[src/logic/pchr_pkg.sv]
// Package for the PCI configuration header register slice.
// Assumes a dword-addressed configuration access port with byte enables,
// driven by the device's PCI target logic on the PCI clock.
`default_nettype none

package pchr_pkg;

  // ----------------------------------------------------------------
  // Byte offsets in configuration space
  // ----------------------------------------------------------------
  localparam logic [7:0] BUS_TENURE_TIMER_OFF        = 8'h0d;
  localparam logic [7:0] IO_WINDOW_BASE_OFF          = 8'h10;
  localparam logic [7:0] MEMORY_WINDOW_BASE_OFF      = 8'h14;
  localparam logic [7:0] IRQ_LINE_SELECT_OFF         = 8'h3d;
  localparam logic [7:0] MIN_BURST_GRANT_OFF         = 8'h3e;
  localparam logic [7:0] MAX_ACCESS_LATENCY_OFF      = 8'h3f;
  localparam logic [7:0] CAPABILITY_NEXT_POINTER_OFF = 8'h51;

  // ----------------------------------------------------------------
  // Reset and fixed values
  // ----------------------------------------------------------------
  localparam logic [7:0]  BUS_TENURE_TIMER_RST        = 8'h00;
  localparam logic [31:0] MEMORY_WINDOW_BASE_RST      = 32'h00000000;
  localparam logic [31:0] IO_WINDOW_BASE_RST          = 32'h00000000;
  localparam logic [7:0]  MIN_BURST_GRANT_RST         = 8'h00;
  localparam logic [7:0]  MAX_ACCESS_LATENCY_RST      = 8'h0a;
  localparam logic [7:0]  CAPABILITY_NEXT_POINTER_VAL = 8'h00;
  localparam logic [7:0]  IRQ_LINE_SELECT_VAL         = 8'h01;

  // ----------------------------------------------------------------
  // Field layout
  // ----------------------------------------------------------------
  localparam logic [31:0] WINDOW_BASE_WMASK  = 32'hffffff80;
  localparam logic [7:0]  TENURE_TIMER_WMASK = 8'hf8;
  localparam int          WINDOW_FLAG_BIT    = 0;
  localparam int          MAP_KIND_LSB       = 1;
  localparam logic [7:0]  MAX_LAT_LOAD_MASK  = 8'h3e;
  localparam logic [7:0]  MIN_GNT_LOAD_MASK  = 8'hf0;

  // Positions within the EEPROM parameter word
  localparam int PARM_MAX_LAT_LSB   = 1;
  localparam int PARM_MIN_GNT_LSB   = 12;
  localparam int PARM_MEM_DIS_BIT   = 8;
  localparam int PARM_BELOW_1M_BIT  = 9;

  // ----------------------------------------------------------------
  // Carriers
  // ----------------------------------------------------------------
  typedef struct packed {
    logic        req;
    logic        we;
    logic [5:0]  dword;
    logic [3:0]  be;
    logic [31:0] wdata;
  } pchr_cfg_req_s;

  typedef struct packed {
    logic        ack;
    logic [31:0] rdata;
  } pchr_cfg_rsp_s;

endpackage : pchr_pkg

`default_nettype wire

[src/logic/pchr_regs.sv]
// PCI configuration header slice: interrupt pin, I/O and memory windows,
// tenure timer, grant/latency values and capability next pointer.
// Assumes configuration cycles arrive already decoded to dword and byte
// enables, and that FRAME#/GNT# levels are synchronous to clock_i.
// Limitation: only the fields of this slice are decoded; every other
// configuration dword reads zero and ignores writes.
// Auto-initialization is one parm_load_i pulse per parameter word.
//
// Behaviour
// - Interrupt pin reads 0x01, line A only
// - I/O window bits 31..7 writable, 128 bytes
// - I/O window bit 0 reads one; 6..1 reserved
// - Tenure timer 0x0d, bits 7..3, 8-clock units
// - Tenure counter reloads on each FRAME# start
// - Expired and GNT# removed: end the transaction
// - Max latency 0x3f read-only, default 0x0a
// - Auto-init replaces max latency bits 5..1
// - Min grant 0x3e read-only, default 0x00
// - Auto-init loads min grant bits 7..4
// - Memory window disabled by parameter word
// - Memory window bit 0 is valid indicator
// - Map kind bits 2..1; bit 1 from EEPROM
// - Memory window bits 31..7 writable, 128 bytes
// - Capability next pointer 0x51 reads 0x00
`timescale 1ns/1ps
`default_nettype none

module pchr_regs
  import pchr_pkg::*;
(
  input  wire logic          clock_i,
  input  wire logic          rst_i,
  // Configuration access
  input  wire pchr_cfg_req_s cfg_req_i,
  output logic               cfg_ack_o,
  output logic [31:0]        cfg_rdata_o,
  // Auto-initialization
  input  wire logic          parm_load_i,
  input  wire logic [15:0]   eeprom_parameter_word_i,
  // Bus master tenure
  input  wire logic          frame_start_i,
  input  wire logic          master_active_i,
  input  wire logic          gnt_n_i,
  output logic               tenure_expired_o,
  output logic               master_end_o,
  // Interrupt
  input  wire logic          irq_req_i,
  output logic               inta_n_o,
  output logic               inta_n_oe_o,
  // Decode windows
  output logic [31:0]        io_window_base_o,
  output logic [31:0]        memory_window_base_o,
  output logic               memory_window_enable_o,
  output logic               below_one_megabyte_flag_o
);

  // ----------------------------------------------------------------
  // State
  // ----------------------------------------------------------------
  typedef struct packed {
    logic [7:0]  bus_tenure_timer;
    logic [24:0] io_base_hi;
    logic [24:0] mem_base_hi;
    logic [7:0]  min_burst_grant;
    logic [7:0]  max_access_latency;
    logic        mem_disabled;
    logic        below_1m;
    logic [7:0]  tenure_cnt;
    logic        expired;
    logic        master_end;
    logic        ack;
    logic [31:0] rdata;
    logic        inta_oe;
    logic        mem_enable;
    logic        inta_level;
  } pchr_state_s;

  pchr_state_s state_q;
  pchr_state_s state_d;

  // ----------------------------------------------------------------
  // Read-side views of the I/O and memory window registers
  // ----------------------------------------------------------------
  logic [31:0] io_window_word;
  logic [31:0] mem_window_word;
  logic [1:0]  memory_map_kind;
  logic        io_window_flag;
  logic        memory_window_flag;

  // Bit 2 of the map kind is tied low; bit 1 set means below 1MB
  assign memory_map_kind    = {1'b0, state_q.below_1m};
  assign io_window_flag     = 1'b1;
  assign memory_window_flag = 1'b1;

  // Reserved bits 6..1 and 6..3 fold to zero here
  assign io_window_word = {state_q.io_base_hi, 6'h00, io_window_flag};
  // A disabled window reads all zero, so the host sizes it as absent
  assign mem_window_word = state_q.mem_disabled ? 32'h00000000 :
                           {state_q.mem_base_hi, 4'h0, memory_map_kind,
                            memory_window_flag};

  // ----------------------------------------------------------------
  // Read mux
  // ----------------------------------------------------------------
  function automatic logic [31:0] place_byte(input logic [7:0] off,
                                             input logic [7:0] val);
    logic [31:0] w;
    w = 32'h00000000;
    w[8*off[1:0] +: 8] = val;
    return w;
  endfunction : place_byte

  function automatic logic [31:0] read_dword(input logic [5:0]  dw,
                                             input pchr_state_s s,
                                             input logic [31:0] io_w,
                                             input logic [31:0] mem_w);
    logic [31:0] r;
    r = 32'h00000000;
    if (dw == BUS_TENURE_TIMER_OFF[7:2]) begin
      r = r | place_byte(BUS_TENURE_TIMER_OFF, s.bus_tenure_timer & TENURE_TIMER_WMASK);
    end
    if (dw == IO_WINDOW_BASE_OFF[7:2]) begin
      r = r | io_w;
    end
    if (dw == MEMORY_WINDOW_BASE_OFF[7:2]) begin
      r = r | mem_w;
    end
    if (dw == IRQ_LINE_SELECT_OFF[7:2]) begin
      r = r | place_byte(IRQ_LINE_SELECT_OFF, IRQ_LINE_SELECT_VAL);
    end
    if (dw == MIN_BURST_GRANT_OFF[7:2]) begin
      r = r | place_byte(MIN_BURST_GRANT_OFF, s.min_burst_grant);
    end
    if (dw == MAX_ACCESS_LATENCY_OFF[7:2]) begin
      r = r | place_byte(MAX_ACCESS_LATENCY_OFF, s.max_access_latency);
    end
    if (dw == CAPABILITY_NEXT_POINTER_OFF[7:2]) begin
      r = r | place_byte(CAPABILITY_NEXT_POINTER_OFF, CAPABILITY_NEXT_POINTER_VAL);
    end
    return r;
  endfunction : read_dword

  // ----------------------------------------------------------------
  // Byte lanes
  // ----------------------------------------------------------------
  logic [31:0] lane_mask;

  // One enable per byte lane, spread over its eight data bits
  for (genvar g = 0; g < 4; g++) begin : g_lane
    assign lane_mask[8*g +: 8] = {8{cfg_req_i.be[g]}};
  end

  // Byte-enable merge restricted to the writable mask
  function automatic logic [31:0] merge_word(input logic [31:0] old_v,
                                             input logic [31:0] new_v,
                                             input logic [31:0] lanes,
                                             input logic [31:0] wmask);
    logic [31:0] m;
    m = lanes & wmask;
    return (old_v & ~m) | (new_v & m);
  endfunction : merge_word

  // ----------------------------------------------------------------
  // Next state
  // ----------------------------------------------------------------
  logic        cfg_wr;
  logic        cfg_rd;
  logic        wr_tenure;
  logic        wr_io_window;
  logic        wr_mem_window;
  logic [7:0]  max_lat_load;
  logic [7:0]  min_gnt_load;
  logic [31:0] io_merged;
  logic [31:0] mem_merged;
  logic [7:0]  tmr_byte;
  logic        tmr_be;

  always_comb begin
    state_d = state_q;

    cfg_wr        = cfg_req_i.req & cfg_req_i.we;
    cfg_rd        = cfg_req_i.req & ~cfg_req_i.we;
    wr_tenure     = cfg_wr & (cfg_req_i.dword == BUS_TENURE_TIMER_OFF[7:2]);
    wr_io_window  = cfg_wr & (cfg_req_i.dword == IO_WINDOW_BASE_OFF[7:2]);
    wr_mem_window = cfg_wr & (cfg_req_i.dword == MEMORY_WINDOW_BASE_OFF[7:2]);
    io_merged     = merge_word({state_q.io_base_hi, 7'h00}, cfg_req_i.wdata,
                               lane_mask, WINDOW_BASE_WMASK);
    mem_merged    = merge_word({state_q.mem_base_hi, 7'h00}, cfg_req_i.wdata,
                               lane_mask, WINDOW_BASE_WMASK);
    tmr_byte      = cfg_req_i.wdata[8*BUS_TENURE_TIMER_OFF[1:0] +: 8];
    tmr_be        = cfg_req_i.be[BUS_TENURE_TIMER_OFF[1:0]];
    // Parameter word fields already placed at their register bit positions
    max_lat_load  = {2'b00, eeprom_parameter_word_i[PARM_MAX_LAT_LSB +: 5], 1'b0};
    min_gnt_load  = {eeprom_parameter_word_i[PARM_MIN_GNT_LSB +: 4], 4'h0};

    // --------------------------------------------------------------
    // Configuration answer
    // --------------------------------------------------------------
    // One-cycle answer for reads and writes alike
    state_d.ack   = cfg_req_i.req;
    state_d.rdata = 32'h00000000;
    if (cfg_rd) begin
      state_d.rdata = read_dword(cfg_req_i.dword, state_q, io_window_word, mem_window_word);
    end

    // --------------------------------------------------------------
    // Register writes
    // --------------------------------------------------------------
    if (wr_tenure && tmr_be) begin
      state_d.bus_tenure_timer = tmr_byte & TENURE_TIMER_WMASK;
    end
    if (wr_io_window) begin
      state_d.io_base_hi = io_merged[31:7];
    end
    // Writes to a disabled memory window are dropped
    if (wr_mem_window && !state_q.mem_disabled) begin
      state_d.mem_base_hi = mem_merged[31:7];
    end

    // --------------------------------------------------------------
    // Auto-initialization from the EEPROM parameter word
    // --------------------------------------------------------------
    // Placed after the writes, so a disabling load beats a window write
    if (parm_load_i) begin
      state_d.max_access_latency = (state_q.max_access_latency & ~MAX_LAT_LOAD_MASK) |
                                   (max_lat_load & MAX_LAT_LOAD_MASK);
      state_d.min_burst_grant    = (state_q.min_burst_grant & ~MIN_GNT_LOAD_MASK) |
                                   (min_gnt_load & MIN_GNT_LOAD_MASK);
      state_d.mem_disabled = eeprom_parameter_word_i[PARM_MEM_DIS_BIT];
      state_d.below_1m     = eeprom_parameter_word_i[PARM_BELOW_1M_BIT];
      if (eeprom_parameter_word_i[PARM_MEM_DIS_BIT]) begin
        state_d.mem_base_hi = MEMORY_WINDOW_BASE_RST[31:7];
      end
    end
    // Registered copy keeps the enable output free of logic
    state_d.mem_enable = !state_d.mem_disabled;

    // --------------------------------------------------------------
    // Tenure counter, loaded in 8-clock units at every FRAME# assertion
    // --------------------------------------------------------------
    // A fresh FRAME# wins over the running count; a zero timer expires at once
    if (frame_start_i) begin
      state_d.tenure_cnt = state_q.bus_tenure_timer & TENURE_TIMER_WMASK;
      state_d.expired    = ((state_q.bus_tenure_timer & TENURE_TIMER_WMASK) == 8'h00);
    end else if (master_active_i && !state_q.expired) begin
      state_d.tenure_cnt = state_q.tenure_cnt - 8'h01;
      state_d.expired    = (state_q.tenure_cnt == 8'h01);
    end else if (!master_active_i) begin
      state_d.expired = 1'b0;
    end

    // --------------------------------------------------------------
    // Master end and interrupt drive
    // --------------------------------------------------------------
    // Grant removed after expiry ends the tenure at once
    state_d.master_end = master_active_i && state_q.expired && gnt_n_i;

    // Only line A is ever driven, low while a request stands
    state_d.inta_oe    = irq_req_i;
    // Open drain: the pin level is always low, only the enable moves
    state_d.inta_level = 1'b0;
  end

  // ----------------------------------------------------------------
  // Registers
  // ----------------------------------------------------------------
  always_ff @(posedge clock_i) begin
    if (rst_i) begin
      state_q.bus_tenure_timer   <= BUS_TENURE_TIMER_RST;
      state_q.io_base_hi         <= IO_WINDOW_BASE_RST[31:7];
      state_q.mem_base_hi        <= MEMORY_WINDOW_BASE_RST[31:7];
      state_q.min_burst_grant    <= MIN_BURST_GRANT_RST;
      state_q.max_access_latency <= MAX_ACCESS_LATENCY_RST;
      state_q.mem_disabled       <= 1'b0;
      state_q.below_1m           <= 1'b0;
      state_q.tenure_cnt         <= 8'h00;
      state_q.expired            <= 1'b0;
      state_q.master_end         <= 1'b0;
      state_q.ack                <= 1'b0;
      state_q.rdata              <= 32'h00000000;
      state_q.inta_oe            <= 1'b0;
      state_q.mem_enable         <= 1'b1;
      state_q.inta_level         <= 1'b0;
    end else begin
      state_q <= state_d;
    end
  end

  // ----------------------------------------------------------------
  // Outputs
  // ----------------------------------------------------------------
  assign cfg_ack_o                 = state_q.ack;
  assign cfg_rdata_o               = state_q.rdata;
  assign tenure_expired_o          = state_q.expired;
  assign master_end_o              = state_q.master_end;
  assign inta_n_o                  = state_q.inta_level;
  assign inta_n_oe_o               = state_q.inta_oe;
  assign io_window_base_o          = {state_q.io_base_hi, 7'h00};
  assign memory_window_base_o      = {state_q.mem_base_hi, 7'h00};
  assign memory_window_enable_o    = state_q.mem_enable;
  assign below_one_megabyte_flag_o = state_q.below_1m;

endmodule : pchr_regs

`default_nettype wire

[config.mk]
export PLATFORM = sky130hd
export DESIGN_NAME = pchr_regs
export DESIGN_NICKNAME = d
export VERILOG_FILES = /design/src/logic/pchr_pkg.sv /design/src/logic/pchr_regs.sv
export SDC_FILE = /design/constraint.sdc
export NUM_CORES = 1
export LEC_CHECK = 0
export BUFFER_PORTS_ARGS = -buffer_cell sky130_fd_sc_hd__buf_2
export CORE_ASPECT_RATIO = 0.9
export CORE_MARGIN = 5
export CORE_UTILIZATION = 51
export CTS_CLUSTER_SIZE = 14
export DETAILED_ROUTE_END_ITERATION = 6
export HOLD_SLACK_MARGIN = 0.12
export PLACE_DENSITY = 0.82
export SLEW_MARGIN = 25
export SYNTH_ARGS = -nofsm -noshare
export SYNTH_HDL_FRONTEND = slang
export SYNTH_SLANG_ARGS = --single-unit
[constraint.sdc]
create_clock -name clock_i -period 2.4 [get_ports clock_i]
set_input_delay 0.48 -clock clock_i [delete_from_list [all_inputs] [get_ports clock_i]]
set_output_delay 0.48 -clock clock_i [all_outputs]
set_load 0.01 [all_outputs]
==> flow_summary_export.csv <==
group,metric,value,unit
floorplan,die-area,0.01257,sq mm
routing,wl_met1,5.579,mm
floorplan,die_width,117.6,um
floorplan,io_pins,170,
finish,fill_cells,912,
clocking,cts_sinks,106,
worst_setup_path,cp-start-kind,"input port",
timing,min_period,1.863,ns
timing,worst-slew-pin-transition,0.8221,ns
timing,clock.fmax,536.8,MHz
power_and_ir_drop,p_clk_share,38.9,%
logic_synthesis,synth-edff-count,0,
power_and_ir_drop,p_switching,822.6,uW
worst_setup_path,end_kind,"flip-flop",
run_status,status,"finished clean",
power_and_ir_drop,power.internal,2620,uW
clocking,clk_latency,0.34,ns
timing,finalClockSkew,0.006482,ns
power_and_ir_drop,p_per_area,598.4,mW/mm^2
clocking,cts_tree,"yes",
logic_synthesis,asyncSetResetFlopFracSynth,0,%
timing,slew_headroom,44.69,%
worst_setup_path,worstReg2RegEnd,"memory_window_base_o[19]$_SDFF_PP0_",
routing,firstDrtPassIters,5,
power_and_ir_drop,vdd_drop_max,390.2,uV
finish,multiInputGateArea,0.002282,sq mm
routing,drtAntennaViolNets,0,
worst_setup_path,r2r-start,"state_q[47]$_SDFF_PP0_",
worst_hold_path,holdPathEnd,"state_q[49]$_SDFFE_PP1P_",
logic_synthesis,yosysSeqAreaShare,39.92,%
power_and_ir_drop,swShare,23.89,%
clocking,cts_resized,0,
logic_synthesis,synthMostInstantiatedCell,"dfxtp_1",
logic_synthesis,synth_cell_types,52,
power_and_ir_drop,p_seq_share,52.3,%
logic_synthesis,yosysTopAreaCellShare,39.92,%
placement,dp_hpwl,9.618,mm
routing,totalWireLength,13.25,mm
routing,drcViolationCount,0,
worst_hold_path,hp-start,"eeprom_parameter_word_i[1]",
flow_run,cap_violations,0,
finish,syn_to_final_growth,8.214,%
routing,wire_per_inst,17.30,um
clocking,cts_buffer_depth,2,
floorplan,initial_core_util,52.10,%
clocking,h-tree-depth,3,
finish,nets,701,
clocking,cts_setup_buffers,0,
timing,hold_viol_final,0,
placement,port_buffers,137,
routing,num_vias,4254,
timing,slew_violations,0,
worst_hold_path,min_delay_path_depth,2,
timing,setup_violations,0,
finish,n_antenna_cell,0,
timing,finalSetupTns,0,ns
timing,min_period_over_period,77.62,%
routing,dr_wl_met3,1.018,mm
logic_synthesis,yosys-top-cells-count,"dfxtp_1, buf_4, mux2i_1, nand2b_1, nand2_1",
worst_setup_path,path_max_fanout,18,
routing,vias_per_cell,5.554,
floorplan,core_area,0.01020,sq mm
power_and_ir_drop,leakagePower,0.002412,uW
global_route,grt_overflow,0,
floorplan,num_rows,35,
logic_synthesis,synthCells,582,
worst_setup_path,regToRegSetupSlack,0.56,ns
logic_synthesis,synth.avg_cell_area,9.135,sq um
logic_synthesis,yosysTopAreaCell,"dfxtp_1",
worst_setup_path,crit_type,"input port to flip-flop",
floorplan,die_y,106.9,um
logic_synthesis,syn_area,0.005316,sq mm
logic_synthesis,synth_area_leaders,"dfxtp_1, buf_4, mux2i_1",
placement,gp_congestion,0.8550,
global_route,antenna_found_initial,1,
global_route,grt_pass1_wl,21.07,mm
worst_setup_path,reg2regPathDepth,4,
logic_synthesis,yosys_register_bits,106,
logic_synthesis,synth_flop_cell,"dfxtp_1",
finish,drive_above_1_share,29.20,%
clocking,cts.clk_slew.worst_paths,0.06,ns
global_route,grt_usage,20.50,%
power_and_ir_drop,combPwrFrac,8.7,%
routing,drt-initial-drc-count,338,
clocking,ctsHoldBuffers,0,
global_route,grt_pass1_vias,4140,
clocking,cts_root_buf,"clkbuf_16",
timing,rsz0062_at_grt,"false",
clocking,numCtsBuffers,9,
worst_setup_path,crit_required,2.68,ns
power_and_ir_drop,power,3443,uW
finish,area.sequential,0.002122,sq mm
routing,maxUsedRoutingLayer,"met5",
worst_setup_path,crit_arrival,2.14,ns
routing,met2WireLength,6.420,mm
worst_hold_path,min_path_type,"input port to flip-flop",
global_route,grt_max_degree,72,
logic_synthesis,synth_warnings,0,
per-stage QoR:
step | util (%) | instances | hold slack (ns) | setup slack (ns) | area [sq um]
3_5_place_dp | 53.78 | 750 | 0.4610 | 0.1881 | 5488
5_1_grt | 56.38 | 766 | 0.3457 | 0.4682 | 5753
4_1_cts | 56.38 | 766 | 0.3332 | 0.5465 | 5753
6_report | 56.38 | 766 | 0.3487 | 0.5371 | 5753
3_3_place_gp | 53.78 | 750 | 0.4500 | 0.2806 | 5488
2_1_floorplan | - | 601 | 0.4481 | 0.4920 | 5388
critical path: stages:
cell     delay (ns)
buf_2          0.14
or3b_2         0.60
buf_4          0.22
buf_4          0.20
nor4_1         0.32
a221o_1        0.17
sequential cells by signal, summed over array words and instances, names as in the netlist:
| register | count |
|---|---|
| cfg_ack_o | 1 |
| memory_window_base_o | 25 |
| memory_window_enable_o | 1 |
| cfg_rdata_o | 27 |
| inta_n_oe_o | 1 |
| state_q | 23 |
| tenure_expired_o | 1 |
| master_end_o | 1 |
| below_one_megabyte_flag_o | 1 |
| io_window_base_o | 25 |
area by class of cell:
cell class | instances | area share [%]
clock buffer | 13 | 4.350
clock inverter | 3 | 0.2610
inverter | 25 | 1.631
multi-input combinational | 334 | 39.67
sequential | 106 | 36.89
tap | 129 | 2.806
timing repair buffer | 156 | 14.40
logic make-up after synthesis:
| kind of cell | share of synthesized area (%) |
|---|---|
| and+or+nand+nor | 20.97 |
| buffers and inverters | 18.85 |
| DFF | 39.92 |
| AOI/OAI and AO/OA | 10.92 |
| muxes | 8.473 |
| adders and majority gates | 0.4706 |
| xor gates and xnor gates | 0.3295 |
| other | 0.07054 |
per-layer routing:
| layer | GRT usage, % | up-vias |
|---|---|---|
| met5 | 0 | - |
| met4 | 7.125 | 2 |
| met3 | 4.905 | 19 |
| met2 | 33.89 | 182 |
| met1 | 26.32 | 2028 |
| li1 | - | 2023 |
how the worst max path moves through the flow:
stage,from,endpoint,cells past startpoint
6_report,cfg_req_i[41],cfg_rdata_o[26]$_SDFF_PP0_,6
5_1_grt,cfg_req_i[41],io_window_base_o[25]$_SDFFE_PP0P_,6
4_1_cts,state_q[47]$_SDFF_PP0_,memory_window_base_o[19]$_SDFF_PP0_,4
3_5_place_dp,cfg_req_i[41],io_window_base_o[25]$_SDFFE_PP0P_,6
3_3_place_gp,cfg_req_i[41],io_window_base_o[7]$_SDFFE_PP0P_,5
2_1_floorplan,cfg_req_i[37],memory_window_base_o[16]$_SDFF_PP0_,5
cell usage in the layout, fill, tap and decap left out, types with 19 or more instances in the layout:
master,instances
dfxtp_1,106
a21oi_1,28
buf_4,19
buf_2,137
nand2_1,34
mux2i_1,45
inv_1,25
conb_1,20
nand3_1,27
nand2b_1,40
power groups by stage:
| stage | combinational, uW | sequential (uW) | clock (uW) |
|---|---|---|---|
| final | 301 | 1800 | 1340 |
| after global routing | 328 | 1800 | 1450 |
| after CTS | 299 | 1800 | 1380 |
| after detailed placement | 298 | 1840 | 0 |
| after global placement | 287 | 1840 | 0 |
| after floorplan | 208 | 1840 | 0 |
Note: power is estimated with default switching activity, not from simulation.
